`src/shared/reload_timer_defines.vh`:
```
// Register offsets, field positions, reset values and timing counts of the reload timer.
`ifndef RELOAD_TIMER_DEFINES_VH
`define RELOAD_TIMER_DEFINES_VH
`define IDX_PORT3_FUNCTION_SELECT 12'h00b
`define IDX_MODULE_CLOCK_GATE 12'h00d
`define IDX_TIMER_MODE_CLOCK_SELECT 12'h014
`define IDX_TIMER_OUTPUT_MODE 12'h015
`define IDX_RELOAD_COUNT_LOW 12'h016
`define IDX_RELOAD_COUNT_HIGH 12'h017
`define IDX_OVERFLOW_FLAG 12'h018
`define IDX_TIMER_STATUS 12'h019
`define MODE_RELOAD_BIT 3
`define MODE_CLK_SEL_MSB 2
`define MODE_CLK_SEL_LSB 0
`define PORT3_TIMER_OUT_BIT 0
`define GATE_STOP_BIT 0
`define RESET_MODE 4'h0
`define RESET_OUTPUT_MODE 1'b0
`define RESET_RELOAD_LOW 4'h0
`define RESET_PORT3 4'h0
`define RESET_GATE 4'h0
`define MODE_DELAY_CYCLES 3'h2
`define RESP_OKAY 2'b00
`define RESP_SLVERR 2'b10
`endif

```
`src/rtl/prescaler_tick.v`:
```
// Prescaler that produces a one-cycle count tick for the selected division ratio.
`timescale 1ns/1ns
`include "reload_timer_defines.vh"
module prescaler_tick (
  input wire aclk, // System clock.
  input wire aresetn, // Synchronous reset, active low.
  input wire run, // Counting enabled (clock supplied).
  input wire [2:0] clk_sel, // Division select.
  output reg tick // One-cycle count pulse.
);
  reg [10:0] div_q;
  wire [10:0] div_d;
  reg tap;
  assign div_d = div_q + 11'h001;
  always @* begin
    case (clk_sel)
      3'h0: tap = (div_q[10:0] == 11'h7ff);
      3'h1: tap = (div_q[8:0] == 9'h1ff);
      3'h2: tap = (div_q[6:0] == 7'h7f);
      3'h3: tap = (div_q[4:0] == 5'h1f);
      3'h4: tap = (div_q[3:0] == 4'hf);
      3'h5: tap = (div_q[2:0] == 3'h7);
      3'h6: tap = (div_q[1:0] == 2'h3);
      default: tap = 1'b1;
    endcase
  end
  always @(posedge aclk) begin
    if (!aresetn) begin
      div_q <= 11'h000;
      tick <= 1'b0;
    end else if (run) begin
      div_q <= div_d;
      tick <= tap;
    end else begin
      tick <= 1'b0;
    end
  end
endmodule // prescaler_tick

```
`src/rtl/wave_out.v`:
```
// Toggle or PWM waveform generator driven by counter overflow and count.
`timescale 1ns/1ns
module wave_out (
  input wire aclk, // System clock.
  input wire aresetn, // Synchronous reset, active low.
  input wire pwm_mode, // 1 selects PWM, 0 toggle.
  input wire overflow, // Counter overflow pulse.
  input wire [7:0] count, // Live counter value.
  input wire [7:0] reload, // Reload value (PWM duty).
  output reg wave // Waveform level.
);
  always @(posedge aclk) begin
    if (!aresetn) begin
      wave <= 1'b0;
    end else if (pwm_mode) begin
      // High from overflow until the count matches the reload value.
      if (overflow) begin
        wave <= 1'b1;
      end else if (count == reload) begin
        wave <= 1'b0;
      end
    end else if (overflow) begin
      wave <= ~wave;
    end
  end
endmodule // wave_out

```
`src/rtl/reload_timer.v`:
```
// AXI4-Lite reload timer with prescaler, waveform output and overflow flag.
// Notes on behaviour
// - The 4-bit write-only mode register picks reload or free-run and the clock.
// - The mode register clears to zero on reset.
// - A new mode takes effect only two accesses after the write.
// - A one-bit write-only register picks toggle or PWM output and resets to zero.
// - The write-only reload value has a low digit reset to zero, the high one undefined.
// - The read-only count has two digits and its high digit reads the live counter.
// - Reload and count share two addresses: writes reload, reads count.
// - A write-only port bit chooses general port or timer output, reset to zero.
// - A write-only standby register gates the timer clock, zero meaning running.
// - A low-digit write leaves the counter; a high-digit write loads the whole value.
// - Reading the high digit latches the low half for the next low-digit read.
// - The counter steps per tick and after FF overflows to reload or zero.
// - Each overflow sets a flag held until software clears it or reset.
//
// The AXI4-Lite slave port was left to the implementer.
`timescale 1ns/1ns
`include "reload_timer_defines.vh"
module reload_timer (
  input wire aclk, // System clock, 20 MHz.
  input wire aresetn, // Synchronous reset, active low.
  input wire [13:0] s_axi_awaddr, // Write address.
  input wire s_axi_awvalid, // Write address valid.
  output reg s_axi_awready, // Write address ready.
  input wire [31:0] s_axi_wdata, // Write data.
  input wire [3:0] s_axi_wstrb, // Write strobes.
  input wire s_axi_wvalid, // Write data valid.
  output reg s_axi_wready, // Write data ready.
  output reg [1:0] s_axi_bresp, // Write response.
  output reg s_axi_bvalid, // Write response valid.
  input wire s_axi_bready, // Write response ready.
  input wire [13:0] s_axi_araddr, // Read address.
  input wire s_axi_arvalid, // Read address valid.
  output reg s_axi_arready, // Read address ready.
  output reg [31:0] s_axi_rdata, // Read data.
  output reg [1:0] s_axi_rresp, // Read response.
  output reg s_axi_rvalid, // Read data valid.
  input wire s_axi_rready, // Read response ready.
  input wire port_out_level, // General port output level.
  output reg timer_output_pin, // Shared pin level.
  output reg overflow_irq_flag // Overflow flag level.
);
  reg [3:0] mode_q;
  reg [3:0] mode_act_q;
  reg [2:0] mode_dly_q;
  reg output_mode_q;
  reg [3:0] reload_lo_q;
  reg [3:0] reload_hi_q;
  reg [3:0] port3_q;
  reg [3:0] gate_q;
  reg [7:0] count_q;
  reg [3:0] latch_lo_q;
  reg [13:0] awaddr_q;
  reg [31:0] wdata_q;
  reg [3:0] wstrb_q;
  reg aw_have_q;
  reg w_have_q;
  reg flag_clr;
  wire [11:0] widx;
  wire [11:0] ridx;
  wire wr_fire;
  wire rd_fire;
  wire wr_ok;
  wire wr_lane0;
  wire tick;
  wire run;
  wire at_top;
  wire overflow;
  wire wave;
  reg [31:0] rdata_d;
  reg rd_ok;
  assign widx = awaddr_q[13:2];
  assign ridx = s_axi_araddr[13:2];
  assign wr_fire = aw_have_q && w_have_q && !s_axi_bvalid;
  assign rd_fire = s_axi_arvalid && s_axi_arready;
  assign wr_lane0 = wstrb_q[0];
  assign wr_ok = (awaddr_q[1:0] == 2'b00) && ((widx == `IDX_PORT3_FUNCTION_SELECT) ||
    (widx == `IDX_MODULE_CLOCK_GATE) || (widx == `IDX_TIMER_MODE_CLOCK_SELECT) ||
    (widx == `IDX_TIMER_OUTPUT_MODE) || (widx == `IDX_RELOAD_COUNT_LOW) ||
    (widx == `IDX_RELOAD_COUNT_HIGH) || (widx == `IDX_OVERFLOW_FLAG));
  assign run = !gate_q[`GATE_STOP_BIT];
  assign at_top = (count_q == 8'hff);
  assign overflow = tick && at_top;

  // Write address and data are captured independently, in either order.
  always @(posedge aclk) begin
    if (!aresetn) begin
      s_axi_awready <= 1'b1;
      s_axi_wready <= 1'b1;
      aw_have_q <= 1'b0;
      w_have_q <= 1'b0;
      awaddr_q <= 14'h0000;
      wdata_q <= 32'h00000000;
      wstrb_q <= 4'h0;
      s_axi_bvalid <= 1'b0;
      s_axi_bresp <= `RESP_OKAY;
    end else begin
      if (s_axi_awvalid && s_axi_awready) begin
        awaddr_q <= s_axi_awaddr;
        aw_have_q <= 1'b1;
        s_axi_awready <= 1'b0;
      end
      if (s_axi_wvalid && s_axi_wready) begin
        wdata_q <= s_axi_wdata;
        wstrb_q <= s_axi_wstrb;
        w_have_q <= 1'b1;
        s_axi_wready <= 1'b0;
      end
      if (wr_fire) begin
        s_axi_bvalid <= 1'b1;
        s_axi_bresp <= wr_ok ? `RESP_OKAY : `RESP_SLVERR;
        aw_have_q <= 1'b0;
        w_have_q <= 1'b0;
      end
      if (s_axi_bvalid && s_axi_bready) begin
        s_axi_bvalid <= 1'b0;
        s_axi_awready <= 1'b1;
        s_axi_wready <= 1'b1;
      end
    end
  end

  // Register writes; only byte lane 0 carries the 4-bit digits.
  always @(posedge aclk) begin
    if (!aresetn) begin
      mode_q <= `RESET_MODE;
      output_mode_q <= `RESET_OUTPUT_MODE;
      reload_lo_q <= `RESET_RELOAD_LOW;
      port3_q <= `RESET_PORT3;
      gate_q <= `RESET_GATE;
    end else if (wr_fire && wr_ok && wr_lane0) begin
      case (widx)
        `IDX_TIMER_MODE_CLOCK_SELECT: mode_q <= wdata_q[3:0];
        `IDX_TIMER_OUTPUT_MODE: output_mode_q <= wdata_q[0];
        `IDX_RELOAD_COUNT_LOW: reload_lo_q <= wdata_q[3:0];
        `IDX_PORT3_FUNCTION_SELECT: port3_q <= wdata_q[3:0];
        `IDX_MODULE_CLOCK_GATE: gate_q <= wdata_q[3:0];
        default: gate_q <= gate_q;
      endcase
    end
  end

  // The upper reload digit has no reset value.
  always @(posedge aclk) begin
    if (wr_fire && wr_ok && wr_lane0 && widx == `IDX_RELOAD_COUNT_HIGH) begin
      reload_hi_q <= wdata_q[3:0];
    end
  end

  always @(posedge aclk) begin
    if (!aresetn) begin
      mode_act_q <= `RESET_MODE;
      mode_dly_q <= 3'h0;
    end else if (wr_fire && wr_ok && wr_lane0 && widx == `IDX_TIMER_MODE_CLOCK_SELECT) begin
      mode_dly_q <= `MODE_DELAY_CYCLES;
    end else if (mode_dly_q != 3'h0) begin
      // Each later bus access stands for one executed instruction.
      if (wr_fire || rd_fire) begin
        mode_dly_q <= mode_dly_q - 3'h1;
      end
    end else begin
      mode_act_q <= mode_q;
    end
  end

  prescaler_tick u_prescaler (
    .aclk(aclk),
    .aresetn(aresetn),
    .run(run),
    .clk_sel(mode_act_q[`MODE_CLK_SEL_MSB:`MODE_CLK_SEL_LSB]),
    .tick(tick)
  );

  // Counter has no reset: its value is undefined until first loaded.
  always @(posedge aclk) begin
    if (wr_fire && wr_ok && wr_lane0 && widx == `IDX_RELOAD_COUNT_HIGH) begin
      count_q <= {wdata_q[3:0], reload_lo_q};
    end else if (tick) begin
      if (at_top) begin
        count_q <= mode_act_q[`MODE_RELOAD_BIT] ? {reload_hi_q, reload_lo_q} : 8'h00;
      end else begin
        count_q <= count_q + 8'h01;
      end
    end
  end

  always @(posedge aclk) begin
    if (!aresetn) begin
      overflow_irq_flag <= 1'b0;
    end else if (overflow) begin
      overflow_irq_flag <= 1'b1;
    end else if (flag_clr) begin
      overflow_irq_flag <= 1'b0;
    end
  end

  always @* begin
    flag_clr = wr_fire && wr_ok && wr_lane0 && (widx == `IDX_OVERFLOW_FLAG) && !wdata_q[0];
  end

  wave_out u_wave (
    .aclk(aclk),
    .aresetn(aresetn),
    .pwm_mode(output_mode_q),
    .overflow(overflow),
    .count(count_q),
    .reload({reload_hi_q, reload_lo_q}),
    .wave(wave)
  );

  always @(posedge aclk) begin
    if (!aresetn) begin
      timer_output_pin <= 1'b0;
    end else begin
      timer_output_pin <= port3_q[`PORT3_TIMER_OUT_BIT] ? wave : port_out_level;
    end
  end

  always @* begin
    rdata_d = 32'h00000000;
    rd_ok = (s_axi_araddr[1:0] == 2'b00);
    case (ridx)
      `IDX_RELOAD_COUNT_LOW: rdata_d[3:0] = latch_lo_q;
      `IDX_RELOAD_COUNT_HIGH: rdata_d[3:0] = count_q[7:4];
      `IDX_OVERFLOW_FLAG: rdata_d[0] = overflow_irq_flag;
      `IDX_TIMER_STATUS: rdata_d[4:0] = {(mode_dly_q != 3'h0), mode_act_q};
      // Write-only registers read as zero.
      `IDX_PORT3_FUNCTION_SELECT: rdata_d = 32'h00000000;
      `IDX_MODULE_CLOCK_GATE: rdata_d = 32'h00000000;
      `IDX_TIMER_MODE_CLOCK_SELECT: rdata_d = 32'h00000000;
      `IDX_TIMER_OUTPUT_MODE: rdata_d = 32'h00000000;
      default: rd_ok = 1'b0;
    endcase
  end

  always @(posedge aclk) begin
    if (!aresetn) begin
      s_axi_arready <= 1'b1;
      s_axi_rvalid <= 1'b0;
      s_axi_rdata <= 32'h00000000;
      s_axi_rresp <= `RESP_OKAY;
    end else begin
      if (rd_fire) begin
        s_axi_arready <= 1'b0;
        s_axi_rvalid <= 1'b1;
        s_axi_rdata <= rdata_d;
        s_axi_rresp <= rd_ok ? `RESP_OKAY : `RESP_SLVERR;
      end else if (s_axi_rvalid && s_axi_rready) begin
        s_axi_rvalid <= 1'b0;
        s_axi_arready <= 1'b1;
      end
    end
  end

  // Low half is captured when the high digit is read.
  always @(posedge aclk) begin
    if (rd_fire && ridx == `IDX_RELOAD_COUNT_HIGH) begin
      latch_lo_q <= count_q[3:0];
    end
  end
endmodule // reload_timer

```
`config.mk`:
```
export PLATFORM = sky130hd
export DESIGN_NAME = reload_timer
export DESIGN_NICKNAME = d
export VERILOG_FILES = /design/src/rtl/prescaler_tick.v /design/src/rtl/wave_out.v /design/src/rtl/reload_timer.v
export VERILOG_INCLUDE_DIRS = /design/src /design/src/shared
export SDC_FILE = /design/constraint.sdc
export NUM_CORES = 1
export LEC_CHECK = 0
export BUFFER_PORTS_ARGS = -buffer_cell sky130_fd_sc_hd__buf_2
export CAP_MARGIN = 25
export CORE_MARGIN = 8
export CORE_UTILIZATION = 40
export CTS_CLUSTER_SIZE = 16
export DETAILED_ROUTE_END_ITERATION = 16
export PLACE_DENSITY = 0.65
export SETUP_SLACK_MARGIN = 0.02
export SLEW_MARGIN = 10
export SYNTH_ARGS = -nofsm -noshare
export SYNTH_HDL_FRONTEND = slang
export SYNTH_SLANG_ARGS = --single-unit
```
`constraint.sdc`:
```
create_clock -name aclk -period 1.8 [get_ports aclk]
set_input_delay 0.09 -clock aclk [delete_from_list [all_inputs] [get_ports aclk]]
set_output_delay 0.09 -clock aclk [all_outputs]
set_load 0.005 [all_outputs]
```
Word level (Yosys, flattened, before mapping)
Cells that the tools add are included.
Operators by class
  eq/ne operators: 30
  mux-type cells: 25
  reductions and logical operators: 50
  bitwise gates (word level): 4
  div/mod/pow operators: 0
  shift-type cells: 0
  multiply operators: 0
  $add $sub $neg: 3
  magnitude comparators: 0
Operators with widths (number)
  == test 12 x 5 -> 1 bit, second input constant: 11
  == test 12 x 4 -> 1 bit, second input constant: 4
  two-way mux 8 bit: 4
  AND reduction 2 bit: 9
  logical AND 1 bit: 16
  nonzero test 2 bit: 7
  two-way mux 1 bit: 13
  == test 3 bit, second input constant: 4
  adder 11 x 1 -> 11 bit, second input constant: 1
  == test 11 bit, second input constant: 1
  two-way mux 2 bit: 5
  == test 9 bit, second input constant: 1
  case mux 3 bit (3 select lines): 1
  adder 8 x 1 -> 8 bit, second input constant: 1
  == test 8 bit: 1
  == test 8 bit, second input constant: 1
  OR reduction 2 bit: 4
  OR reduction 8 bit: 1
  == test 7 bit, second input constant: 1
  logical OR 1 bit: 7
  case mux 1 bit (7 select lines): 1
  == test 3 x 2 -> 1 bit, second input constant: 2
  == test 5 bit, second input constant: 1
  == test 4 bit, second input constant: 1
  9 further kinds: 14
Storage, ports and cells
  memories: 0
  input bits: 72
  logic and storage cells: 141
  output and inout bits: 43
  latch bits: 0
  bits in writable memories: 0
  ROM bits: 0
  register bits: 84

Depth between registers and ports, before layout
Gate-level depths: netlist of the first run.
  word-level depth: 14
  depth in mapped cells: 8
  mapped depth without buffers: 8

Cells and area by module
From an unflattened synthesis of the first run, not the netlist that was laid out.
Second synthesis, totals
  cell total of the unflattened synthesis: 455
  area, all modules: 4192.8 um^2
Modules (own cells, without submodules)
  reload_timer: cells an instance 369, times used 1, seq. area each 1541.5 um^2, area each 3382.0 um^2
  prescaler_tick: cells an instance 71, times used 1, seq. area each 240.2 um^2, area each 673.1 um^2
  wave_out: cells an instance 15, times used 1, seq. area each 20.0 um^2, area each 137.6 um^2

Worst setup path after synthesis of the first run
Ideal clock, no wire load.
  kind: flip-flop to flip-flop
  start point: reg awaddr_q[13]
  end point: reg count_q[0], enable pin
  arrival time: 1615 ps
  data required time: 1466 ps
  buffers on the path: 0
  clock period less this slack: 1949 ps
  library setup time: 334 ps
  cell stages (with the launch flop): 5
  path slack: -149 ps
  cells stage by stage: dfxtp_1 or4b_4 nor4_4 nand3_4 nand2b_1
On the way
  cells in the longest elaborated chain, start to end: 12
  elaborated cells on any way between the ends: 18
  those cells by class: eq/ne: 7; reduce/logical: 11
RTL lines
  start, declared: line reload_timer.v:54  | reg [13:0] awaddr_q;
  start signal, assigned: line reload_timer.v:100  | awaddr_q <= s_axi_awaddr;
  == test 12 x 4 -> 1 bit
  logical OR 1 bit (6 in a row): line reload_timer.v:78  | assign wr_ok = (awaddr_q[1:0] == 2'b00) && ((widx == `IDX_PORT3_FUNCTION_SELECT) ||
  logical AND 1 bit: line reload_timer.v:78
  logical AND 1 bit (2 in a row): line reload_timer.v:177  | if (wr_fire && wr_ok && wr_lane0 && widx == `IDX_RELOAD_COUNT_HIGH) begin
  logical AND 1 bit (no line) (*)
  nonzero test 2 bit (no line) (*)
  end signal, assigned: line reload_timer.v:178  | count_q <= {wdata_q[3:0], reload_lo_q};
  end signal, assigned: line reload_timer.v:181  | count_q <= mode_act_q[`MODE_RELOAD_BIT] ? {reload_hi_q, reload_lo_q} : 8'h00;
  end signal, assigned: line reload_timer.v:183  | count_q <= count_q + 8'h01;
  end, declared: line reload_timer.v:52  | reg [7:0] count_q;
Mark *: on every way between the ends. The rest lies on a longest branch, timed or not.
A chain may end at the register's enable or synchronous reset.

Worst setup path in the final report of the first run
  start point: reg awaddr_q[13]
  end point: reg overflow_irq_flag
On the way
  cells in the longest elaborated chain, start to end: 13
  elaborated cells on any way between the ends: 19
  those cells by class: eq/ne: 7; reduce/logical: 12
RTL lines
  == test 12 x 4 -> 1 bit
  logical OR 1 bit (6 in a row): line reload_timer.v:78
  logical AND 1 bit: line reload_timer.v:78
  logical AND 1 bit (2 in a row): line reload_timer.v:199  | flag_clr = wr_fire && wr_ok && wr_lane0 && (widx == `IDX_OVERFLOW_FLAG) && !wdata_q[0];
  logical AND 1 bit (*) (2 in a row): line reload_timer.v:199
  nonzero test 2 bit (no line) (*)
  end signal, assigned: line reload_timer.v:190  | overflow_irq_flag <= 1'b0;
  end signal, assigned: line reload_timer.v:192  | overflow_irq_flag <= 1'b1;
  end signal, assigned: line reload_timer.v:194  | overflow_irq_flag <= 1'b0;
  end, declared: line reload_timer.v:42  | output reg overflow_irq_flag
Marks and branches as above.

==> results.cfg, run 1 <==
[logic_synthesis]
yosys_warnings = 0
avgSynthCellArea_um2 = 9.055
synth_xor_area_share_pct = 4.455
synth_edf_count = 16
syn_area_um2 = 4129
synthFlopType = dfxtp_1
synth_top_cell_by_area = dfxtp_1
synth_area_leaders = dfxtp_1 (32%), edfxtp_1 (12%), a21oi_1 (5.6%)
yosys.area_share.simple_pct = 22.94
netlist_instances = 456
synth_seq_cells = 82
synth_fa_ha_area_share_pct = 2.121
synth_most_common_cell = dfxtp_1
synth-compound-area-share_pct = 13.27
async_reset_ff_share_pct = 0
muxShareOfSynthArea_pct = 5.364
synth_common_cells = dfxtp_1 (66), nand2_1 (60), a21oi_1 (46)
synth_top_family_by_area = simple AND/OR/NAND/NOR gates
synth.distinct_cells = 57
yosysSeqAreaShare_pct = 43.64
yosys.area.top_type_share_pct = 32.00

[floorplan]
die_w_um = 117.6
die_h_um = 117.6
start_util_pct = 40.54
coreArea_um2 = 10180
dieArea_um2 = 13830
placementRows = 37
io_pins = 115

[clock_tree]
clk_latency_ps = 360
cts_buffers = 9
cts_num_sinks = 82
cts_buffer_depth = 2
clockRootBuffer = clkbuf_8
clkTransAtPathRegs_ps = 90
cts_tree = done
h-tree-depth = 3

[placement]
dpl.cell_count = 659
port_buffers = 54
hpwlAfterDp_um = 7405
place_congestion = 0.8748

[cells_and_area]
antenna_cells = 0
fin_nets = 639
drive_above_1_share_pct = 24.78
stdcell_count = 701
n_fill_cell = 960
area_growth_pct = 25.73

[sta]
worst_slew_pin_slew_ps = 597.8
rsz0062_at_grt = yes
worst_slack_ps = -107.7
tns_ps = -575.8
period_share_pct = 106.0
hold_viol_final = 0
slew_viol_final = 0
clock_skew_ps = 8.397
fmax_ghz = 0.5242
slew_headroom_pct = 60.12
final.min_clock_period_ps = 1908
setup_viol = 23

[job]
maxCapViolCount = 0

[worst_setup_path]
path_max_fanout = 5
crit_path_max_incr_delay_ps = 570
critPathLaunchType = flip-flop
worstReg2RegStart = awaddr_q[13]
crit_slowest_cell = or4b_4
arrival_ps = 2150
crit_chain = or4b_4 > or4_4 > o41ai_4 > a21oi_2
end_kind = flip-flop
r2r-end = overflow_irq_flag
reg2reg_slack_ps = -110
critPathRequiredTime_ps = 2040
crit_end = overflow_irq_flag
reg2regPathDepth = 4
crit_type = reg2reg
crit_path_start = awaddr_q[13]

[global_routing]
grt_start_max_net_pins = 25
antenna_found_initial = 0
grt_pass1_wl_um = 16750
grt.total_usage_pct = 14.38
grt_pass1_vias = 3534
overflow = 0

[detailed_routing]
via_per_inst = 5.160
ant_nets = 0
drt-total-wl_um = 10180
dr.max_layer_used = met4
wl_met2_um = 4598
drtPass1Iterations = 4
wl_met1_um = 4740
dr.first_iter.drc_count = 241
wl_met3_um = 671
drcViolationCount = 0
num_vias = 3617
wl_per_cell_um = 14.52

[hold_path]
holdCritPathClass = in2reg

[run_status]
outcome = finished, violations left
violations = negative setup slack

[pwr]
power.density_nw_per_um2 = 806.1
vdd_drop_max_uv = 418.8
power.leakage_nw = 2.029
## worst max-delay path, delay by kind of cell (launching register included)
| family | cells | cell delay, ps |
|---|---|---|
| AND/OR/NAND/NOR | 2 | 1140 |
| flip-flops | 1 | 330 |
| AO/OA/AOI/OAI | 2 | 330 |
## worst min-delay path by stage
stage	slack [ps]	from	to	cells past startpoint
global placement	300	s_axi_awvalid	s_axi_awready	2
detailed placement	310	s_axi_awvalid	s_axi_awready	2
CTS	3	s_axi_rready	s_axi_rvalid	3
global route	40	s_axi_rready	s_axi_rvalid	3
floorplan	190	s_axi_awvalid	s_axi_awready	1
finish	20	s_axi_rready	s_axi_rvalid	3
## through the flow
| step | utilization (%) | area, um2 | power, mW | worst slack [ps] | hold slack, ps |
|---|---|---|---|---|---|
| floorplan | - | 4238 | 2.489 | -101.9 | 190.4 |
| global placement | 45.53 | 4637 | 2.613 | -214.0 | 301.3 |
| detailed placement | 45.53 | 4637 | 2.640 | -294.6 | 311.6 |
| CTS | 50.47 | 5140 | 4.171 | -89.26 | 3.253 |
| global route | 50.97 | 5191 | 4.364 | -170.5 | 43.73 |
| finish | 50.97 | 5191 | 4.185 | -107.7 | 22.04 |
## logic make-up after synthesis
kind of cell,Yosys count
compound gates,91
flops,82
xor+xnor,21
simple gates,173
buf+inv,60
fa+ha+maj,7
other cells,1
mux,21
## layer usage
metal | up-vias | GRT usage [%]
met5 | - | 0
met4 | 0 | 5.604
met3 | 13 | 4.077
met2 | 121 | 22.79
met1 | 1702 | 18.10
li1 | 1781 | -
## power by group
| group | total, mW | internal, mW | switching, mW |
|---|---|---|---|
| sequential | 2.00 | 1.94 | 0.0544 |
| combinational | 0.685 | 0.328 | 0.357 |
| clock | 1.50 | 0.815 | 0.688 |
| total | 4.18 | 3.08 | 1.10 |
## cell type report
class | count | area [um2] | share of cell area (%)
Timing Repair Buffer | 110 | 763.2 | 14.70
Inverter | 15 | 56.30 | 1.085
Clock buffer | 12 | 177.7 | 3.423
Clock inverter | 4 | 55.05 | 1.060
Multi-Input combinational cell | 342 | 2165 | 41.70
Tap cell | 136 | 170.2 | 3.278
Sequential cell | 82 | 1804 | 34.76
## placed cells by master (no fill, tap or decap), types with 5 or more instances in the layout
master | synthesis | routed
edfxtp_1 | 16 | 16
nor4_1 | 5 | 5
buf_2 | 1 | 54
nand3_1 | 30 | 30
inv_1 | 14 | 14
mux2i_1 | 12 | 12
dfxtp_1 | 66 | 64
a21oi_1 | 46 | 42
mux2_2 | 9 | 9
buf_4 | 29 | 31
o21ai_0 | 17 | 11
conb_1 | 1 | 29
and3_1 | 5 | 5
xor2_1 | 7 | 7
nand2_1 | 60 | 59
dlygate4sd3_1 | 0 | 24
nand4_1 | 11 | 11
nor2_1 | 17 | 17
clkbuf_8 | 0 | 9
ha_1 | 7 | 6
xnor2_1 | 14 | 14
and2_1 | 6 | 5
## sequential cells by signal (all words and copies together), names as in the netlist, 3 cells and up
register,cells
s_axi_rdata,5
awaddr_q,14
u_prescaler.div_q,11
reload_lo_q,4
mode_q,4
mode_dly_q,3
reload_hi_q,4
wdata_q,4
latch_lo_q,4
mode_act_q,4
count_q,8
## timing repair
action                     CTS  global route
resized for setup            3            18
setup endpoints to repair   21            40
hold endpoints to repair    23             0
pin swaps                    2             9
gates cloned                 0             0
hold buffers                24             0
buffers inserted             2             1
No activity file was read; power rests on OpenSTA's default activity.
==> inputs of run 2 (changes only) <==
- ABC_AREA: not set -> 1
- RECOVER_POWER: not set -> 50
==> run 2 against run 1 <==
Effect of this change:
- the flow now finishes without violations
- final area down 1.2%
- sequential power grew 3%
- via count is 6.3% higher
- die area increased by 3.1%
- total power increased by 3.2%
- register-to-register slack better by 200 ps
==> results.cfg, run 2 <==
[detailed_routing]
wl_met3_um = 725
dr.first_iter.drc_count = 184
wl_per_cell_um = 12.09
ant_nets = 0
drcViolationCount = 0
dr.max_layer_used = met4
drt-total-wl_um = 9905
drtPass1Iterations = 5
via_per_inst = 4.695
num_vias = 3845
wl_met1_um = 4521
wl_met2_um = 4541

[worst_setup_path]
worst_path_most_repeated_cell = nand2_1
reg2regPathDepth = 12
critPathRequiredTime_ps = 1910
r2r-end = count_q[0]
arrival_ps = 1820
end_kind = flip-flop
crit_path_max_incr_delay_ps = 360
crit_slowest_cell = edfxtp_1
crit_type = reg2reg
reg2reg_slack_ps = 90
crit_chain = ha_2 > nand2_2 > inv_2 > nand3_2 > nor2_2 > nand2_1 > inv_2 > nor2_1 > a31oi_1 > nand2_1 > nand2_1 > inv_1
crit_end = count_q[0]
path_max_fanout = 7
critPathLaunchType = flip-flop
worstReg2RegStart = count_q[0]
crit_path_start = count_q[0]

[sta]
worst_slew_pin_slew_ps = 1190
setup_viol = 0
final.min_clock_period_ps = 1705
period_share_pct = 94.74
slew_viol_final = 0
rsz0062_at_grt = yes
hold_viol_final = 0
fmax_ghz = 0.5864
whs_ps = 25.77
slew_headroom_pct = 20.67
clock_skew_ps = 9.721

[clock_tree]
cts_num_sinks = 82
cts_tree = done
cts_buffers = 9
cts_buffer_depth = 2
clk_latency_ps = 350
clkTransAtPathRegs_ps = 80
clockRootBuffer = clkbuf_8
h-tree-depth = 3

[pwr]
p_comb_share_pct = 17.5
power.leakage_nw = 2.434
finalPower_mw = 4.320
intPower_mw = 3.105
clockPowerShare_pct = 35.0
p_sw_share_pct = 28.13
switching_power_mw = 1.215
seq_power_share_pct = 47.6
power.density_nw_per_um2 = 841.9
vdd_drop_max_uv = 438.8

[run_status]
outcome = finished, final reports clean

[placement]
place_congestion = 0.9017
dpl.cell_count = 787
port_buffers = 54
hpwlAfterDp_um = 7501

[logic_synthesis]
synth_xor_area_share_pct = 1.433
yosysSeqAreaShare_pct = 42.11
yosys_warnings = 0
synth_most_common_cell = nand2_1
synth_area_leaders = dfxtp_1 (31%), edfxtp_1 (11%), nand2_1 (9.3%)
yosys.area_share.simple_pct = 28.13
avgSynthCellArea_um2 = 7.204
synth_common_cells = nand2_1 (106), nor2_1 (94), inv_1 (79)
synth_top_family_by_area = simple AND/OR/NAND/NOR gates
yosys.area.top_type_share_pct = 30.88
synth_fa_ha_area_share_pct = 2.047
synth_top_cell_by_area = dfxtp_1
async_reset_ff_share_pct = 0
netlist_instances = 594
synth_seq_cells = 82
muxShareOfSynthArea_pct = 0
syn_area_um2 = 4279
synth_edf_count = 16
synth-compound-area-share_pct = 12.13
synthFlopType = dfxtp_1
synth.distinct_cells = 39

[cells_and_area]
layout_commonest_cell = nand2_1
stdcell_count = 819
area_growth_pct = 19.91
drive_above_1_share_pct = 17.42
fin_util_pct = 49.48
final_cell_mix = nand2_1 (103), nor2_1 (91), inv_1 (77)
reg.largest.list = awaddr_q (14), u_prescaler.div_q (11), count_q (8)
fin_nets = 757
largest_reg_flops = 14
regMostFlops = awaddr_q
antenna_cells = 0

[floorplan]
coreArea_um2 = 10370
die_h_um = 119.4
io_pins = 115
start_util_pct = 41.26
dieArea_um2 = 14260
placementRows = 37
die_w_um = 119.4

[global_routing]
grt_pass1_wl_um = 16800
overflow = 0
grt_pass1_vias = 3705
grt.total_usage_pct = 14.04
grt_start_max_net_pins = 34
antenna_found_initial = 0

[hold_path]
holdCritPathClass = in2reg

[job]
maxCapViolCount = 0
[run 2: changes by cell type in the layout (fill, tap and decap cells not counted), sizes merged, moves of 10 or more]
cell / before / now
a21oi: 46 / 35
buf: 86 / 73
dlygate4sd3: 24 / 14
inv: 15 / 84
mux2i: 12 / 0
nand2: 60 / 107
nor2: 17 / 97
o21ai: 17 / 45
xnor2: 14 / 1
[run 2: power groups by stage]
stage	clock [mW]	combinational [mW]	sequential [mW]
after floorplan	0	0.574	2.07
after global placement	0	0.707	2.09
after detailed placement	0	0.723	2.10
after CTS	1.55	0.749	2.05
after global routing	1.64	0.893	2.07
final	1.51	0.755	2.05
[run 2: cell families (layout without fill, tap and decap cells)]
logic type | count (synthesis) | after routing
simple gates | 273 | 273
buf+inv | 128 | 189
compound gates | 96 | 96
flops | 82 | 82
fa+ha+maj | 7 | 7
xor+xnor | 7 | 7
other cells | 1 | 29
[run 2: worst min-delay path by stage]
stage	from	to	slack [ps]	cells after the start
final	s_axi_awaddr[7]	awaddr_q[7]	30	3
after global routing	s_axi_awaddr[7]	awaddr_q[7]	40	3
after CTS	s_axi_wdata[2]	wdata_q[2]	7	3
after detailed placement	s_axi_awaddr[6]	awaddr_q[6]	350	3
after global placement	port_out_level	timer_output_pin	330	3
after floorplan	s_axi_bready	s_axi_awready	240	2
[run 2: repair_timing]
action / CTS / global route
gates resized for setup: 0 / 19
buffers inserted: 0 / 2
endpoints found under the setup margin: 0 / 31
hold endpoints to repair: 14 / 0
hold buffers: 14 / 0
[run 2: layout make-up]
| class | instances | area [um2] |
|---|---|---|
| fillers | 1043 | 5239 |
| multi-input cells | 412 | 2037 |
| flip-flops and latches | 82 | 1803 |
| repair buffers | 88 | 569.3 |
| inverters | 85 | 319.1 |
| clock buffers | 12 | 177.7 |
| well taps | 136 | 170.2 |
| clock inverters | 4 | 55.05 |
[run 2: routing by layer]
metal  global-route usage (%)  vias to the layer above
li1                         -                     2031
met1                    17.12                     1705
met2                    23.15                       98
met3                    4.346                       11
met4                    4.528                        0
met5                        0                        -
[run 2: per-stage QoR]
stage               setup WS [ps]  setup TNS (ps)  instance area [um2]
floorplan                   60.93               0                 4384
global placement            92.75               0                 4690
detailed placement          74.26               0                 4690
CTS                         49.25               0                 5062
global route               -43.26          -172.6                 5131
finish                      94.73               0                 5131
[run 2: worst max-delay path, delay by kind of cell (launching register included)]
kind,cells,cell delay [ps]
flip-flops,1,360
buffers and inverters,3,250
AND/OR/NAND/NOR,7,540
AO/OA/AOI/OAI,1,140
adder cells (fa/ha/maj),1,190
